**src/pkg/qps_pkg.sv**
```systemverilog
// Package: constants and types of the quad port power sequencer
package qps_pkg;
   localparam int NPORT = 4;
   localparam int CNT_W = 24;
   localparam int RT_W  = 7;
   localparam int IRQ_W = 13;
   // Clock and delays in their own units
   localparam int CLK_HZ      = 10_000_000;
   localparam int CYC_PER_US  = CLK_HZ / 1_000_000;
   localparam int T_SETTLE_US = 25_600;
   localparam int T_RELEASE_US = 3_200;
   localparam int T_OC_US     = 6_400;
   localparam int T_ARM_US    = 900_000;
   localparam int T_OPEN_US   = 25_600;
   localparam int SETTLE_CYC  = T_SETTLE_US * CYC_PER_US;
   localparam int RELEASE_CYC = T_RELEASE_US * CYC_PER_US;
   localparam int OC_CYC_DEF  = T_OC_US * CYC_PER_US;
   localparam int ARM_CYC     = T_ARM_US * CYC_PER_US;
   localparam int OPEN_CYC    = T_OPEN_US * CYC_PER_US;
   // Off-time in overcurrent units for 1%, 2%, 4% on-duty
   localparam logic [RT_W-1:0] OFF_UNITS_1 = 7'h63;
   localparam logic [RT_W-1:0] OFF_UNITS_2 = 7'h31;
   localparam logic [RT_W-1:0] OFF_UNITS_4 = 7'h18;
   // Three-level duty input codes; anything else means open
   localparam logic [1:0] DUTY_LOW  = 2'h0;
   localparam logic [1:0] DUTY_HIGH = 2'h3;
   // Register byte offsets
   localparam logic [7:0] REG_STATUS   = 8'h00;
   localparam logic [7:0] REG_IRQ_STAT = 8'h04;
   localparam logic [7:0] REG_IRQ_CLR  = 8'h08;
   localparam logic [7:0] REG_IRQ_EN   = 8'h0C;
   localparam logic [7:0] REG_CTRL     = 8'h10;
   // Event bit bases in the interrupt registers
   localparam int EV_OC   = 0;
   localparam int EV_OPEN = 4;
   localparam int EV_PEAK = 8;
   localparam int EV_SUP  = 12;

   typedef enum logic [2:0] {
      SW_OFF = 3'h0, SW_ON = 3'h1, SW_LATCH = 3'h3, SW_HOLD = 3'h2, SW_OPEN = 3'h6
   } qps_sw_type;
   typedef enum logic [1:0] {
      RLY_OFF = 2'h0, RLY_SETTLE = 2'h1, RLY_READY = 2'h3, RLY_RELEASE = 2'h2
   } qps_rly_type;

   // Pin inputs, as seen after synchronising
   typedef struct packed {
      logic [NPORT-1:0] sw_req, relay_req, cur_lim, peak, fully_on, low_cur;
      logic status_sel, open_en, auto_retry, lockout;
      logic [1:0] duty;
   } qps_pins_type;

   typedef struct packed {
      qps_sw_type       sw;
      qps_rly_type      rly;
      logic [CNT_W-1:0] rly_cnt, oc_cnt, ok_cnt;
      logic [RT_W-1:0]  rt_cnt;
      logic             armed, req_low;
   } qps_port_type;

   typedef struct packed {
      qps_pins_type                 s1, s2;
      qps_port_type [NPORT-1:0]     port;
      logic [CNT_W-1:0]             sup_cnt;
      logic [NPORT-1:0]             sw_on, rly_drv, gate_dis, fast_dis, stat, pg;
      logic                         fault_n, irq, ack, force_off;
      logic [IRQ_W-1:0]             irq_stat, irq_en;
      logic [31:0]                  dat;
   } qps_state_type;
endpackage

```
**src/hdl/qps_sequencer.sv**
```systemverilog
// Quad port power switch sequencer with Wishbone status and interrupts
// Contract
// - Switch on needs request, relay, settled supply
// - Relay rise: drive relay, wait settle delay
// - Relay fall: switch off, relay off later
// - Lockout holds all switches and relays off
// - Overcurrent over limit time latches, discharges gate
// - Auto-retry restarts after duty off-time
// - Power good: fully on, not limiting
// - Open detect armed after long good period
// - Global enable gates open detect everywhere
// - Per-port open flag shown on status
// - Relay drive polarity is a build option
// - Peak trip drives fast discharge at once
// - Duty input picks 1, 2, 4 percent
// - No retry: wait toggle and off-time
// - Shared fault low when any port latched
// - Selector picks power good or open flag
`timescale 1ns/100ps
`default_nettype none
module qps_sequencer
   import qps_pkg::*;
#(
   parameter int unsigned SETTLE  = SETTLE_CYC,  // Relay settle, supply settle
   parameter int unsigned RELEASE = RELEASE_CYC, // Relay release delay
   parameter int unsigned OC_CYC  = OC_CYC_DEF,  // Overcurrent time, timebase_set
   parameter int unsigned ARM     = ARM_CYC,     // Open detect arming delay
   parameter int unsigned OPEN    = OPEN_CYC,    // Open detect deglitch
   parameter bit RELAY_ACTIVE_LOW = 1'b1         // Sinking relay driver variant
) (
   // Clock and reset
   input  wire logic             clk_i,
   input  wire logic             rst_i,
   // Host control pins
   input  wire logic [NPORT-1:0] switch_request_i,
   input  wire logic [NPORT-1:0] relay_request_i,
   input  wire logic             status_select_i,
   input  wire logic             open_detect_enable_i,
   input  wire logic             auto_retry_enable_i,
   input  wire logic [1:0]       duty_select_i,
   // Analog comparators
   input  wire logic             supply_lockout_i,
   input  wire logic [NPORT-1:0] current_limit_i,
   input  wire logic [NPORT-1:0] peak_trip_i,
   input  wire logic [NPORT-1:0] fully_on_i,
   input  wire logic [NPORT-1:0] low_current_i,
   // Port drives and status
   output logic [NPORT-1:0]      switch_on_o,
   output logic [NPORT-1:0]      relay_drive_out_o,
   output logic [NPORT-1:0]      gate_discharge_o,
   output logic [NPORT-1:0]      fast_discharge_o,
   output logic [NPORT-1:0]      status_o,
   output logic                  fault_n_o,
   output logic                  irq_o,
   // Wishbone slave
   input  wire logic             wb_cyc_i,
   input  wire logic             wb_stb_i,
   input  wire logic             wb_we_i,
   input  wire logic [7:0]       wb_adr_i,
   input  wire logic [3:0]       wb_sel_i,
   input  wire logic [31:0]      wb_dat_i,
   output logic [31:0]           wb_dat_o,
   output logic                  wb_ack_o
);

   qps_state_type q;      // All state
   qps_state_type d;      // Next state
   qps_pins_type  pin_in; // Raw pins into the synchroniser
   qps_pins_type  p;      // Synchronised pins

   // Counter has run its full length
   function automatic logic done(input logic [CNT_W-1:0] cnt,
                                 input int unsigned lim);
      return cnt >= CNT_W'(lim);
   endfunction

   // Off-time units from the three-level duty input
   function automatic logic [RT_W-1:0] off_units(input logic [1:0] duty);
      if (duty == DUTY_LOW) begin
         return OFF_UNITS_1;
      end else if (duty == DUTY_HIGH) begin
         return OFF_UNITS_2;
      end
      return OFF_UNITS_4;
   endfunction

   // Byte lane mask from Wishbone select
   function automatic logic [31:0] lanes(input logic [3:0] sel);
      return {{8{sel[3]}}, {8{sel[2]}}, {8{sel[1]}}, {8{sel[0]}}};
   endfunction

   // Gather pins; all come from outside the clock domain
   always_comb begin
      pin_in.sw_req     = switch_request_i;
      pin_in.relay_req  = relay_request_i;
      pin_in.cur_lim    = current_limit_i;
      pin_in.peak       = peak_trip_i;
      pin_in.fully_on   = fully_on_i;
      pin_in.low_cur    = low_current_i;
      pin_in.status_sel = status_select_i;
      pin_in.open_en    = open_detect_enable_i;
      pin_in.auto_retry = auto_retry_enable_i;
      pin_in.lockout    = supply_lockout_i;
      pin_in.duty       = duty_select_i;
   end

   // Only the second stage is ever read
   assign p = q.s2;

   // Next state of the whole block
   always_comb begin
      logic                   settled;
      logic                   go;
      logic [IRQ_W-1:0]       ev;
      logic [31:0]            m;
      logic [31:0]            wv;
      logic [NPORT-1:0]       latched;
      d       = q;
      settled = 1'b0;
      go      = 1'b0;
      ev      = '0;
      m       = lanes(wb_sel_i);
      wv      = '0;
      latched = '0;
      d.s1    = pin_in;
      d.s2    = q.s1;

      // Supply must stay above threshold a full settle time
      if (p.lockout) begin
         d.sup_cnt = '0;
      end else if (!done(q.sup_cnt, SETTLE)) begin
         d.sup_cnt = q.sup_cnt + 1'b1;
      end
      settled = !p.lockout && done(q.sup_cnt, SETTLE);
      // Supply loss event fires once as the count collapses
      ev[EV_SUP] = p.lockout && done(q.sup_cnt, SETTLE);

      // Each port is a full copy; only global pins, the supply count and the force-off bit are shared
      for (int i = 0; i < NPORT; i++) begin
         // Relay sequencing
         unique case (q.port[i].rly)
            RLY_OFF: begin
               if (p.relay_req[i]) begin
                  d.port[i].rly     = RLY_SETTLE;
                  d.port[i].rly_cnt = '0;
               end
            end
            RLY_SETTLE: begin
               if (!p.relay_req[i]) begin
                  d.port[i].rly     = RLY_RELEASE;
                  d.port[i].rly_cnt = '0;
               end else if (done(q.port[i].rly_cnt, SETTLE)) begin
                  d.port[i].rly = RLY_READY;
               end else begin
                  d.port[i].rly_cnt = q.port[i].rly_cnt + 1'b1;
               end
            end
            RLY_READY: begin
               if (!p.relay_req[i]) begin
                  d.port[i].rly     = RLY_RELEASE;
                  d.port[i].rly_cnt = '0;
               end
            end
            RLY_RELEASE: begin
               // Contacts open only after the switch has been off a while
               if (done(q.port[i].rly_cnt, RELEASE)) begin
                  d.port[i].rly = RLY_OFF;
               end else begin
                  d.port[i].rly_cnt = q.port[i].rly_cnt + 1'b1;
               end
            end
         endcase
         if (p.lockout) begin
            d.port[i].rly = RLY_OFF;
         end

         // Remember a low request since the last latch
         if (!p.sw_req[i]) begin
            d.port[i].req_low = 1'b1;
         end
         // Relay request is read directly so a fall drops the switch at once
         go = p.sw_req[i] && p.relay_req[i] && q.port[i].rly == RLY_READY
              && settled && !q.force_off;

         // Switch state
         unique case (q.port[i].sw)
            SW_OFF: begin
               if (go) begin
                  d.port[i].sw     = SW_ON;
                  d.port[i].oc_cnt = '0;
                  d.port[i].ok_cnt = '0;
                  d.port[i].armed  = 1'b0;
               end
            end
            SW_ON: begin
               if (!go) begin
                  // Relay drop, lockout, host force-off or request low
                  d.port[i].sw = SW_OFF;
               end else if (p.cur_lim[i]) begin
                  d.port[i].ok_cnt = '0;
                  if (done(q.port[i].oc_cnt, OC_CYC)) begin
                     d.port[i].sw      = SW_LATCH;
                     d.port[i].oc_cnt  = '0;
                     d.port[i].rt_cnt  = '0;
                     d.port[i].req_low = 1'b0;
                     ev[EV_OC+i]       = 1'b1;
                  end else begin
                     d.port[i].oc_cnt = q.port[i].oc_cnt + 1'b1;
                  end
               end else begin
                  d.port[i].oc_cnt = '0;
                  if (!p.open_en) begin
                     // Disabled: drop arming at once
                     d.port[i].armed  = 1'b0;
                     d.port[i].ok_cnt = '0;
                  end else if (!q.port[i].armed) begin
                     if (!p.fully_on[i]) begin
                        d.port[i].ok_cnt = '0;
                     end else if (done(q.port[i].ok_cnt, ARM)) begin
                        d.port[i].armed  = 1'b1;
                        d.port[i].ok_cnt = '0;
                     end else begin
                        d.port[i].ok_cnt = q.port[i].ok_cnt + 1'b1;
                     end
                  end else if (!p.low_cur[i]) begin
                     d.port[i].ok_cnt = '0;
                  end else if (done(q.port[i].ok_cnt, OPEN)) begin
                     d.port[i].sw      = SW_OPEN;
                     d.port[i].req_low = 1'b0;
                     ev[EV_OPEN+i]     = 1'b1;
                  end else begin
                     d.port[i].ok_cnt = q.port[i].ok_cnt + 1'b1;
                  end
               end
            end
            SW_LATCH: begin
               // Off-time is counted in whole overcurrent periods
               if (done(q.port[i].oc_cnt, OC_CYC)) begin
                  d.port[i].oc_cnt = '0;
                  if (q.port[i].rt_cnt == off_units(p.duty) - 1'b1) begin
                     d.port[i].sw = p.auto_retry ? SW_OFF : SW_HOLD;
                  end else begin
                     d.port[i].rt_cnt = q.port[i].rt_cnt + 1'b1;
                  end
               end else begin
                  d.port[i].oc_cnt = q.port[i].oc_cnt + 1'b1;
               end
            end
            SW_HOLD: begin
               if (p.auto_retry || (q.port[i].req_low && p.sw_req[i])) begin
                  d.port[i].sw = SW_OFF;
               end
            end
            SW_OPEN: begin
               if (!p.sw_req[i]) begin
                  d.port[i].sw = SW_OFF;
               end
            end
            default: d.port[i].sw = SW_OFF;
         endcase

         // Registered port outputs
         latched[i] = d.port[i].sw inside {SW_LATCH, SW_HOLD, SW_OPEN};
         d.sw_on[i] = d.port[i].sw == SW_ON;
         d.pg[i] = d.sw_on[i] && p.fully_on[i] && !p.cur_lim[i];
         d.gate_dis[i] = d.port[i].sw inside {SW_LATCH, SW_HOLD};
         d.fast_dis[i] = p.peak[i];
         ev[EV_PEAK+i] = p.peak[i] && !q.fast_dis[i];
         d.stat[i] = p.status_sel ? d.pg[i] : d.port[i].sw == SW_OPEN;
         d.rly_drv[i] = (d.port[i].rly != RLY_OFF) ^ RELAY_ACTIVE_LOW;
      end

      // Shared fault line, also low under lockout
      d.fault_n = !(|latched || p.lockout);

      // Wishbone classic: answer one cycle after the request
      d.ack = wb_cyc_i && wb_stb_i && !q.ack;
      d.dat = '0;
      if (d.ack && wb_we_i) begin
         wv = wb_dat_i & m;
         unique case (wb_adr_i)
            REG_IRQ_CLR:  d.irq_stat = q.irq_stat & ~wv[IRQ_W-1:0];
            REG_IRQ_EN:   d.irq_en = (q.irq_en & ~m[IRQ_W-1:0]) | wv[IRQ_W-1:0];
            REG_CTRL:     d.force_off = m[0] ? wb_dat_i[0] : q.force_off;
            default:      d.dat = '0; // Unmapped or read-only: ignored
         endcase
      end else if (d.ack) begin
         unique case (wb_adr_i)
            REG_STATUS:   d.dat = {11'h000, settled, latched, q.stat & ~q.pg,
                                   q.pg, q.rly_drv ^ {NPORT{RELAY_ACTIVE_LOW}},
                                   q.sw_on};
            REG_IRQ_STAT: d.dat = {19'h00000, q.irq_stat};
            REG_IRQ_EN:   d.dat = {19'h00000, q.irq_en};
            REG_CTRL:     d.dat = {31'h00000000, q.force_off};
            default:      d.dat = '0;
         endcase
      end
      // New events win over a clear in the same cycle
      d.irq_stat = d.irq_stat | ev;
      d.irq      = |(d.irq_stat & d.irq_en);
   end

   // State register, synchronous reset
   always_ff @(posedge clk_i) begin
      if (rst_i) begin
         q         <= '0;
         q.fault_n <= 1'b1;
         q.rly_drv <= {NPORT{RELAY_ACTIVE_LOW}};
      end else begin
         q <= d;
      end
   end

   // Outputs come straight from state flops
   assign switch_on_o       = q.sw_on;
   assign relay_drive_out_o = q.rly_drv;
   assign gate_discharge_o  = q.gate_dis;
   assign fast_discharge_o  = q.fast_dis;
   assign status_o          = q.stat;
   assign fault_n_o         = q.fault_n;
   assign irq_o             = q.irq;
   assign wb_dat_o          = q.dat;
   assign wb_ack_o          = q.ack;

endmodule // qps_sequencer
`default_nettype wire

```
**config.mk**
```make
export PLATFORM = sky130hd
export DESIGN_NAME = qps_sequencer
export DESIGN_NICKNAME = d
export VERILOG_FILES = /design/src/pkg/qps_pkg.sv /design/src/hdl/qps_sequencer.sv
export SDC_FILE = /design/constraint.sdc
export NUM_CORES = 1
export LEC_CHECK = 0
export ABC_AREA = 1
export BUFFER_PORTS_ARGS = -buffer_cell sky130_fd_sc_hd__buf_4
export CORE_MARGIN = 3
export CORE_UTILIZATION = 40
export DETAILED_ROUTE_END_ITERATION = 16
export SLEW_MARGIN = 30
export SYNTH_ARGS = -nofsm -noshare
export SYNTH_HDL_FRONTEND = slang
export SYNTH_SLANG_ARGS = --single-unit
export TNS_END_PERCENT = 1
```
**constraint.sdc**
```tcl
create_clock -name clk_i -period 2.7 [get_ports clk_i]
set_input_delay 0.54 -clock clk_i [delete_from_list [all_inputs] [get_ports clk_i]]
set_output_delay 0.54 -clock clk_i [all_outputs]
set_load 0.01 [all_outputs]
```
==> impl_metrics.csv <==
group,metric,value,unit
floorplan,rows,92,
grt,grt_max_degree,189,
place,gp_congestion,0.907,
clock_tree,cts.path.max_buffers,3,
yosys,ys.warnings.count,0,
yosys,synth.area.top_cells,"dfxtp_1 (39%), nand2_1 (13%), nor2_1 (8.3%)",
final_layout,diodes,0,
floorplan,die_h,259,um
place,portBuffers,101,
routing,first_pass_iters,5,
clock_tree,post_cts_resized,0,
critical_path,endpoint_kind,"flip-flop",
timing,timing.hold.ws,0.114,ns
yosys,yosysTopAreaCell,"dfxtp_1",
grt,grt.total_usage,19.7,%
final_layout,fillCellCount,6701,
pwr,p_total,15.8,mW
critical_path,crit_required,3.20,ns
timing,finalWorstSetupSlack,0.341,ns
clock_tree,ctsHtreeMaxLevel,2,
final_layout,syn_to_final_growth,13.5,%
clock_tree,clockRootBuffer,"clkbuf_16",
grt,grt_remaining_overflow,0,
critical_path,critPathLaunchType,"flip-flop",
critical_path,arrival,2.86,ns
floorplan,die_w,259,um
timing,min_period,2.36,ns
outcome,outcome,"complete, no violations",
routing,drcViolationCount,0,
grt,grt_pass1_vias,21600,
pwr,p_leak,11.4,nW
routing,num_vias,23700,
grt,grt_first_pass_wirelength,110000,um
timing,slew_headroom,32.0,%
clock_tree,cts_hold_buf,0,
clock_tree,insertion_delay,0.62,ns
clock_tree,cts_setup_buffers,0,
pwr,peakVddDrop,0.000492,V
critical_path,crit_type,"reg2reg",
timing,fin_worst_skew,0.0229,ns
place,dp_slack,0.275,ns
critical_path,cp_max_fo,12,
yosys,syn_area,25700,um^2
timing,finalMaxSlewViolations,0,
yosys,synth_edf_count,0,
routing,antenna_left,0,
hold_path,hp-class,"in2reg",
yosys,synthTopCellsByCount,"nand2_1 (871), nor2_1 (566), inv_1 (527)",
floorplan,core_area,63300,um^2
timing,worstMarginPinSlew,1.02,ns
routing,finalWirelength,67600,um
yosys,ys_async_sr_fraction,0,%
clock_tree,tritoncts,"yes",
clock_tree,cts_inserted_buffers,56,
yosys,ys_types,54,
yosys,yosysSeqAreaShare,39.2,%
yosys,avgSynthCellArea,6.64,um^2
yosys,synthFlopType,"dfxtp_1",
yosys,yosysMostFrequentCell,"nand2_1",
timing,hold_viol_final,0,
yosys,synth_top_area_share,39.2,%
timing,tns,0,ns
timing,finalCritPeriodShare,87.4,%
routing,drt_iter0_drc,1745,
pwr,power-per-cell-area,541,nW/um^2
yosys,synthCells,3868,
floorplan,initial_core_util,40.6,%
final_layout,nets,4067,
clock_tree,clkTransAtPathRegs,0.06,ns
timing,rsz0062_at_grt,"false",
timing,fmaxAchievable,424,MHz
clock_tree,cts_num_sinks,503,
grt,antenna_found_initial,0,
timing,setup_viol,0,
final_layout,drive_gt1_share,7.69,%
floorplan,fp.dieArea,67300,um^2
routing,wl_per_cell,14.0,um
routing,viasPerCell,4.90,
place,post-dp-hpwl,48800,um
yosys,synth-seq-cells,503,
floorplan,boundaryPins,134,
run,cap_violations,0,
power breakdown:
part	switching [mW]	leakage (nW)	internal, mW
Combinational	0.394	6.41	0.185
Sequential	0.0553	4.07	7.50
Clock	3.10	0.912	4.56
path summary, 6_finish.rpt:
check / slack, ns / endpoint / cells after the start / start
setup reg to reg: 0.34 / q[155]$_SDFFE_PP0P_ / 11 / q[192]$_SDFF_PP0_
hold / removal: 0.11 / d[471]$_SDFF_PP0_ / 3 / peak_trip_i[3]
hold reg to reg: 0.39 / p[5]$_SDFF_PP0_ / 2 / d[459]$_SDFF_PP0_
setup / recovery: 0.34 / q[155]$_SDFFE_PP0P_ / 11 / q[192]$_SDFF_PP0_
logic make-up after synthesis:
| family | after synthesis | share of synthesized area [%] |
|---|---|---|
| flip-flops | 503 | 39.2 |
| AND/OR/NAND/NOR | 2052 | 34.2 |
| XOR/XNOR | 112 | 3.82 |
| adder cells (fa/ha/maj) | 33 | 1.61 |
| AO/OA/AOI/OAI | 479 | 10.2 |
| other | 1 | 0.0146 |
| buffers and inverters | 688 | 11.0 |
final cells by class:
| class | count | area, um^2 | share of cell area (%) |
|---|---|---|---|
| Multi-Input combinational cell | 2687 | 12900 | 44.1 |
| Sequential cell | 503 | 10100 | 34.5 |
| Inverter | 539 | 2020 | 6.94 |
| Clock buffer | 80 | 1630 | 5.60 |
| Timing Repair Buffer | 168 | 1310 | 4.48 |
| Tap cell | 846 | 1060 | 3.63 |
| Clock inverter | 16 | 219 | 0.751 |
critical path: stages (launching register included):
cell and delay (ns):
dfxtp_1 0.46, nand2_1 0.23, nor2_1 0.26, nand3_1 0.18
nand2_1 0.16, nand2_2 0.16, nor2_1 0.20, nand2_1 0.12
nor2_1 0.23, nand3_1 0.10, nand3_1 0.09, inv_1 0.04
cells in the final DEF (no fill, tap or decap), types with 6 or more instances in the layout:
cell type  instances
inv_2              6
nand2_1          871
a211oi_1           6
dfxtp_1          503
nor2_2             9
ha_1              33
nor3_1           172
clkbuf_8          12
a31o_2             9
clkbuf_1          11
nand3b_1          13
xor2_1            81
conb_1            11
a21oi_1          261
nor4_1            17
a221oi_1           7
buf_4            164
nand3_1          252
nand4_1          102
nor3b_1           15
clkinv_2           9
clkinv_1           6
nor2_1           565
xnor2_1           31
or2_2             12
clkbuf_16         57
o211ai_1          10
o21ai_0          143
inv_1            527
flip-flops by register name, indices dropped and copies added, names as in the netlist, 4 cells and up:
register,count
p,26
d,34
switch_on_o,4
wb_dat_o,21
status_o,4
q,399
gate_discharge_o,4
relay_drive_out_o,4
fast_discharge_o,4
per-layer routing:
layer	share of wire, %	vias to the layer above	global-route usage (%)	routed length (um)
li1	-	12500	-	-
met1	49	10700	27.7	33000
met2	44	462	31.5	29800
met3	4.7	92	2.71	3210
met4	2.2	0	5.42	1500
met5	0	-	0	0
through the flow:
step,cell area [um^2],cells,utilization (%)
after floorplan,25700,3878,-
after global placement,27300,4743,43.1
after global routing,29200,4839,46.1
after detailed placement,27300,4743,43.1
after CTS,29200,4839,46.1
final,29200,4839,46.1
Note: power is estimated with default switching activity, not from simulation.
